`src/hdl/ssr_pkg.sv`:
```
//------------------------------------------------------------
// Contract
//------------------------------------------------------------
// Contract
// RULE1: Store-status writes six program registers plus designator into seven words, top given.
// RULE2: Store goes downward: designator, acc, ext acc, shift, index2, index1, locator.
// RULE3: After storing, store-status jumps to highest list word plus one.
// RULE4: Saved locator equals the address of the store-status instruction itself.
// RULE5: Store may take list top from first index; index ends as top minus seven.
// RULE6: Enter-status reads seven words upward from lowest: locator, index1, index2, shift, ext, acc, designator.
// RULE7: Enter-status then continues at the loaded locator plus one.
// RULE8: Enter-status accepts every normal operand address mode for its list start.
// RULE9: Word 257 decimal serves as scratch storage during both status instructions.
// RULE10: Restored designator carries the external interrupt lockout flip-flop state.
// RULE11: One memory access per step; next fetch held off until all words move.
package ssr_pkg;

   localparam logic [15:0] SCRATCH_ADDR  = 16'h0101;
   localparam logic [2:0]  STEP_LAST     = 3'h6;
   localparam logic [15:0] INDEX_BACKOFF = 16'h0007;
   localparam logic [15:0] JUMP_STEP     = 16'h0001;
   localparam int          LOCKOUT_POS   = 0;

   typedef enum logic [1:0] {
      SSR_IDLE    = 2'h0,
      SSR_SCRATCH = 2'h1,
      SSR_XFER    = 2'h3,
      SSR_FINISH  = 2'h2
   } ssr_state_type;

   typedef enum logic [2:0] {
      SSR_REG_P = 3'h0,
      SSR_REG_B = 3'h1,
      SSR_REG_C = 3'h2,
      SSR_REG_G = 3'h3,
      SSR_REG_E = 3'h4,
      SSR_REG_A = 3'h5,
      SSR_REG_D = 3'h6
   } ssr_reg_type;

   typedef struct packed {
      logic [15:0] p;
      logic [15:0] b;
      logic [15:0] c;
      logic [15:0] g;
      logic [15:0] e;
      logic [15:0] a;
      logic [15:0] d;
   } ssr_regs_type;

   typedef struct packed {
      logic        req;
      logic        we;
      logic [15:0] addr;
      logic [15:0] wdata;
   } ssr_mem_type;

   typedef struct packed {
      logic        strobe;
      ssr_reg_type sel;
      logic [15:0] data;
   } ssr_load_type;

endpackage : ssr_pkg

```
`src/hdl/ssr_order.sv`:
```
`timescale 1ns/1ps
`default_nettype none
module ssr_order
   import ssr_pkg::*;
(
   input  wire logic         enter,
   input  wire logic [2:0]   step,
   input  wire logic [15:0]  base,
   input  wire ssr_regs_type regs,
   output ssr_reg_type       sel,
   output logic [15:0]       addr,
   output logic [15:0]       data
);

   //------------------------------------------------------------
   // Step to register and address
   //------------------------------------------------------------
   // Register picked by id
   function automatic logic [15:0] pick(input ssr_reg_type r, input ssr_regs_type v);
      case (r)
         SSR_REG_P: pick = v.p;
         SSR_REG_B: pick = v.b;
         SSR_REG_C: pick = v.c;
         SSR_REG_G: pick = v.g;
         SSR_REG_E: pick = v.e;
         SSR_REG_A: pick = v.a;
         default:   pick = v.d;
      endcase
   endfunction : pick

   // Store runs downward from designator, enter upward from locator
   always_comb begin
      if (enter) begin
         sel  = ssr_reg_type'(step);                     // RULE6
         addr = base + {13'h0000, step};                 // RULE6
      end else begin
         sel  = ssr_reg_type'(STEP_LAST - step);         // RULE2
         addr = base - {13'h0000, step};                 // RULE1
      end
      data = pick(sel, regs);
   end

endmodule : ssr_order
`default_nettype wire

```
`src/hdl/ssr_sequencer.sv`:
```
`timescale 1ns/1ps
`default_nettype none
module ssr_sequencer
   import ssr_pkg::*;
(
   input  wire logic         CORE_CLK,
   input  wire logic         RST_N,
   input  wire logic         START_STORE,
   input  wire logic         START_ENTER,
   input  wire logic         USE_INDEX,
   input  wire logic [15:0]  OPERAND_ADDR,
   input  wire logic [15:0]  INSTR_ADDR,
   input  wire ssr_regs_type REGS,
   input  wire logic         MEM_ACK,
   input  wire logic [15:0]  MEM_RDATA,
   output ssr_mem_type       MEM_CMD,
   output ssr_load_type      LOAD,
   output logic              LOCKOUT,
   output logic              BUSY,
   output logic              JUMP_VALID,
   output logic [15:0]       JUMP_ADDR
);

   //------------------------------------------------------------
   // State
   //------------------------------------------------------------
   ssr_state_type state;
   logic [2:0]    step;
   logic [15:0]   base;
   logic          is_enter;
   logic          indexed;
   logic [15:0]   new_p;
   ssr_regs_type  snap;
   ssr_reg_type   cur_sel;
   logic [15:0]   cur_addr;
   logic [15:0]   cur_data;
   logic          acc_done;
   logic          start;
   logic          idx_start;

   assign start    = (START_STORE | START_ENTER) & (state == SSR_IDLE);
   // Index origin only for a store; enter wins when both starts meet
   assign idx_start = START_STORE & ~START_ENTER & USE_INDEX;
   assign acc_done = MEM_CMD.req & MEM_ACK;

   ssr_order u_order (
      .enter (is_enter),
      .step  (step),
      .base  (base),
      .regs  (snap),
      .sel   (cur_sel),
      .addr  (cur_addr),
      .data  (cur_data)
   );

   //------------------------------------------------------------
   // Sequence control
   //------------------------------------------------------------
   // Capture of operands and step walk
   always_ff @(posedge CORE_CLK or negedge RST_N) begin
      if (!RST_N) begin
         state    <= SSR_IDLE;
         step     <= 3'h0;
         base     <= 16'h0000;
         is_enter <= 1'b0;
         indexed  <= 1'b0;
         snap     <= '0;
      end else begin
         case (state)
            SSR_IDLE: begin
               if (start) begin
                  state    <= SSR_SCRATCH;
                  step     <= 3'h0;
                  is_enter <= START_ENTER;
                  indexed  <= idx_start;
                  // List origin from any address mode, or first index
                  base     <= idx_start ? REGS.b : OPERAND_ADDR;                 // RULE5 RULE8
                  snap     <= REGS;
                  snap.p   <= INSTR_ADDR;                                       // RULE4
               end
            end
            SSR_SCRATCH: begin
               if (acc_done) begin
                  state <= SSR_XFER;
               end
            end
            SSR_XFER: begin
               if (acc_done) begin
                  if (step == STEP_LAST) begin
                     state <= SSR_FINISH;                                       // RULE1
                  end else begin
                     step <= step + 3'h1;
                  end
               end
            end
            SSR_FINISH: begin
               if (acc_done) begin
                  state <= SSR_IDLE;
               end
            end
            default: state <= SSR_IDLE;
         endcase
      end
   end

   //------------------------------------------------------------
   // Memory port
   //------------------------------------------------------------
   // One request held until acknowledged, then dropped a cycle
   always_ff @(posedge CORE_CLK or negedge RST_N) begin
      if (!RST_N) begin
         MEM_CMD <= '0;
      end else if (acc_done) begin
         MEM_CMD.req <= 1'b0;                                                   // RULE11
      end else if (start) begin
         MEM_CMD.req   <= 1'b1;                                                 // RULE9
         MEM_CMD.we    <= 1'b1;
         MEM_CMD.addr  <= SCRATCH_ADDR;
         MEM_CMD.wdata <= idx_start ? REGS.b : OPERAND_ADDR;
      end else if (!MEM_CMD.req && state == SSR_XFER) begin
         MEM_CMD.req   <= 1'b1;
         MEM_CMD.we    <= ~is_enter;                                            // RULE1 RULE6
         MEM_CMD.addr  <= cur_addr;
         MEM_CMD.wdata <= cur_data;
      end else if (!MEM_CMD.req && state == SSR_FINISH) begin
         MEM_CMD.req   <= 1'b1;                                                 // RULE9
         MEM_CMD.we    <= 1'b0;
         MEM_CMD.addr  <= SCRATCH_ADDR;
      end
   end

   //------------------------------------------------------------
   // Register loads
   //------------------------------------------------------------
   // Load strobes from read data, index backoff at the end
   always_ff @(posedge CORE_CLK or negedge RST_N) begin
      if (!RST_N) begin
         LOAD    <= '0;
         LOCKOUT <= 1'b0;
         new_p   <= 16'h0000;
      end else begin
         LOAD.strobe <= 1'b0;
         if (acc_done && state == SSR_XFER && is_enter) begin
            LOAD.strobe <= 1'b1;                                                // RULE6
            LOAD.sel    <= cur_sel;
            LOAD.data   <= MEM_RDATA;
            if (cur_sel == SSR_REG_P) begin
               new_p <= MEM_RDATA;
            end
            if (cur_sel == SSR_REG_D) begin
               LOCKOUT <= MEM_RDATA[LOCKOUT_POS];                               // RULE10
            end
         end else if (acc_done && state == SSR_FINISH && indexed) begin
            LOAD.strobe <= 1'b1;                                                // RULE5
            LOAD.sel    <= SSR_REG_B;
            LOAD.data   <= base - INDEX_BACKOFF;
         end
      end
   end

   //------------------------------------------------------------
   // Jump and fetch hold
   //------------------------------------------------------------
   // Busy from start until the jump is issued
   always_ff @(posedge CORE_CLK or negedge RST_N) begin
      if (!RST_N) begin
         BUSY       <= 1'b0;
         JUMP_VALID <= 1'b0;
         JUMP_ADDR  <= 16'h0000;
      end else begin
         JUMP_VALID <= 1'b0;
         if (start) begin
            BUSY <= 1'b1;                                                       // RULE11
         end else if (acc_done && state == SSR_FINISH) begin
            BUSY       <= 1'b0;
            JUMP_VALID <= 1'b1;
            // Store jumps past its list top, enter past the new locator
            JUMP_ADDR  <= is_enter ? new_p + JUMP_STEP : MEM_RDATA + JUMP_STEP; // RULE3 RULE7
         end
      end
   end
endmodule : ssr_sequencer
`default_nettype wire

```
`config.mk`:
```
export PLATFORM = sky130hd
export DESIGN_NAME = ssr_sequencer
export DESIGN_NICKNAME = d
export VERILOG_FILES = /design/src/hdl/ssr_pkg.sv /design/src/hdl/ssr_order.sv /design/src/hdl/ssr_sequencer.sv
export SDC_FILE = /design/constraint.sdc
export NUM_CORES = 1
export LEC_CHECK = 0
export BUFFER_PORTS_ARGS = -buffer_cell sky130_fd_sc_hd__buf_4
export CAP_MARGIN = 10
export CORE_ASPECT_RATIO = 1.4
export CORE_MARGIN = 2
export CORE_UTILIZATION = 55
export CTS_CLUSTER_SIZE = 28
export DETAILED_ROUTE_END_ITERATION = 10
export PLACE_DENSITY = 0.76
export SLEW_MARGIN = 10
export SYNTH_ARGS = -nofsm -noshare
export SYNTH_HDL_FRONTEND = slang
export SYNTH_HIERARCHICAL = 1
export SYNTH_SLANG_ARGS = --single-unit
```
`constraint.sdc`:
```
create_clock -name CORE_CLK -period 9 [get_ports CORE_CLK]
set_clock_uncertainty 0.05 [all_clocks]
set_input_delay 1.8 -clock CORE_CLK [delete_from_list [all_inputs] [get_ports CORE_CLK]]
set_output_delay 1.8 -clock CORE_CLK [all_outputs]
set_load 0.1 [all_outputs]
```
==> impl_results.md <==
- Most used cell along the critical path: o21ai_0
- Crit path arrival time: 4720 ps
- Setup TNS: 0 ps
- Ports: 239
- Post-synth top area share: about half
- PwrDens: ~430 nW/um2
- Crit Path Max Fanout: 19
- Slew Viols, Final: 0
- Peak VDD IR: 0.235 mV
- Number of max-cap violations: 0
- CTS root buffer: clkbuf_16
- Routability congestion estimate: 0.875
- Max_slew headroom: 22.1%
- Critical path's slowest cell: xnor2_2
- Critical Path Sink Type: flip-flop
- Area after DPL: 12900 um2
- Synthesis Warnings: 6
- Total GRT Usage: 29.8%
- EDFF count, synth: 0
- Distinct cells, synth: 63
- Pin count of the biggest net entering global routing: 115
- CTS tree: done
- Cell area after layout: 13500 um2
- Number of DRC markers in iteration 0: ~900
- RSZ-0062 raised after global routing: false
- First-pass GRT wire length: 48900 um
- Worst path max stage delay: 830 ps
- Die X: 124 um
- TritonCTS buffer count: 21
- Final setup vio count: 0
- Mapped Nets: between 1000 and 1500
- Flops & latches, synth: 224
- Critical Path Source Type: flip-flop
- Placement Rows: 61
- Reg clk slew, reported paths: 60 ps
- Biggest area consumer among synthesized cells: dfrtp_1
- Vias per std cell: 5.83
- IO buf count: 222
- Top_reg_cell synth: dfrtp_1
- Post-Syn Instances: 1193
- Wire per inst: ~19 um
- Routed wire length: ~32000 um
- Dpl hpwl: 22900 um
- Initial Util: 56.0%
- Number of global-route vias before repair: approximately 9400
- Peak Freq: 228 MHz
- Lkg Pwr: 6.82 nW
- Initial antenna violation count: 0
- Register area share after synthesis: roughly 50%
- Remaining DRCs: 0
- Vias: 9580
- Die height: 172 um
- DRT antenna net count: 0
- Final Hold Viols: 0
- List of most frequent post-synthesis cells: 450 x nand2_1, 224 x dfrtp_1, 67 x o21ai_0
- Slew @ Worst Pin: 1170 ps
- # diodes: 0
- Period utilization: approximately 50%
- Setup CP Type: reg2reg
- Post_cts resized: 0
- Clock Path Buffers: 3
- Setup Buffers After CTS: 0
- Worst EP required: between 9000 and 10000 ps
- Synth top area cells: dfrtp_1 50%, nand2_1 15%, mux2_2 3.0%
- Ys async rst share: 100%
- Layout net count: roughly 1600
- Status: finished clean
- Core ar.: 19800 um2
- Mapped cell area: 11100 um2
- Share of cells above drive strength 1: between 20% and 30%
- Total gr overflow: 0
- Minimum clock period: 4390 ps
- Worst skew pair latency: 500 ps
- CTS sink count: between 200 and 250
- Post-CTS Hold Fix Bufs: 0
- Die area: 21400 um2
- Syn avg cell area: between 9 and 10 um2
- Worst hold path class: reg2reg
- Crit-path cells: ha_1, nor2_2, xnor2_2, and2_1, nor4_4, buf_4, a222oi_1, nand2_1, o21ai_0, o21ai_0
- Layout area overhead: 21.5%
- First-pass DRT Iterations: 8
- # H-tree levels: 1
- Top-count cell post-synth: nand2_1
-- worst max-delay path, delay by kind of cell (launching register included) --
kind	cells	cell delay, ps
xor gates and xnor gates	1	830
AOI/OAI and AO/OA	3	740
adders and majority gates	1	420
DFF	1	780
buffers and inverters	1	240
and+or+nand+nor	4	1180
-- state kept, by name (all words and copies together), names as in the netlist --
name / flops
is_enter: 1
LOCKOUT: 1
state: 2
LOAD: 20
new_p: 16
step: 3
JUMP_ADDR: 16
JUMP_VALID: 1
indexed: 1
snap: 112
base: 16
BUSY: 1
MEM_CMD: 34
-- report_power, final --
part           internal [mW]  leakage, nW  total [mW]  switching [mW]
Clock                  0.478        0.318       0.849           0.371
Sequential              1.45         2.80        1.80           0.349
Combinational          0.978         3.71        3.18            2.21
Total                   2.91         6.82        5.84            2.93
-- layout make-up --
type,count,area (um2)
clock buffer,27,578
sequential,224,5610
clock inverter,6,55.1
timing repair buffer,231,1750
inverter,15,56.3
tap,252,315
multi-input combinational,887,5150
fill,1646,6340
-- per-stage QoR --
step / power [mW] / setup slack (ps) / cells / hold WS, ps / utilization [%]
CTS: 5.82 / 4630 / 1641 / 424 / 68.0
global route: 6.16 / 4460 / 1642 / 439 / 68.1
floorplan: 4.15 / 5730 / 1193 / 390 / -
global placement: 4.89 / 4400 / 1608 / 401 / 64.8
detailed placement: 4.96 / 4450 / 1608 / 408 / 64.8
finish: 5.84 / 4610 / 1642 / 418 / 68.1
-- cell families (layout without fill, tap and decap cells) --
group,after synthesis,after routing,synth area share (%)
simple gates,552,552,20.7
fa+ha+maj,25,25,2.88
xor+xnor,42,42,3.38
mux,54,54,5.65
buf+inv,82,279,3.47
flops,224,224,50.4
compound gates,214,214,13.5
-- worst paths after layout --
| kind | start | to | slack, ps | depth (start not counted) |
|---|---|---|---|---|
| worst max-delay path | step[0]$_DFFE_PN0P_ | MEM_CMD[8]$_DFFE_PN0P_ | 4610 | 10 |
| worst min-delay path | snap[27]$_DFFE_PN0P_ | snap[27]$_DFFE_PN0P_ | 420 | 2 |
| worst max register to register | step[0]$_DFFE_PN0P_ | MEM_CMD[8]$_DFFE_PN0P_ | 4610 | 10 |
| worst min register to register | snap[27]$_DFFE_PN0P_ | snap[27]$_DFFE_PN0P_ | 420 | 2 |
| max in group asynchronous | RST_N | snap[58]$_DFFE_PN0P_ | 6280 | 2 |
| min in group asynchronous | RST_N | JUMP_ADDR[8]$_DFFE_PN0P_ | 1210 | 1 |
-- cells in the final DEF, fill, tap and decap left out, drive strengths merged, types with 5 or more instances in the layout --
| cell | count |
|---|---|
| nand4 | 8 |
| nor2b | 6 |
| nand4b | 5 |
| clkinv | 5 |
| nand3 | 24 |
| a21o | 6 |
| nand2 | 453 |
| inv | 15 |
| mux2 | 40 |
| o21ai | 69 |
| a222oi | 29 |
| a22oi | 15 |
| xor2 | 8 |
| buf | 231 |
| dfrtp | 224 |
| mux2i | 14 |
| a21oi | 26 |
| o21a | 20 |
| xnor2 | 34 |
| nor4 | 5 |
| a31oi | 5 |
| nor3 | 10 |
| clkbuf | 27 |
| a211oi | 6 |
| a22o | 19 |
| nor2 | 24 |
| ha | 24 |
-- metal layers --
metal  part of all wire (%)  global-route usage, %  vias up
li1                       -                      -     4454
met1                     39                   38.0     4576
met2                     50                   50.8      454
met3                    6.3                   3.07       96
met4                    5.0                   13.7        0
met5                      0                      0        -
Power figures use the tool's default switching activity.
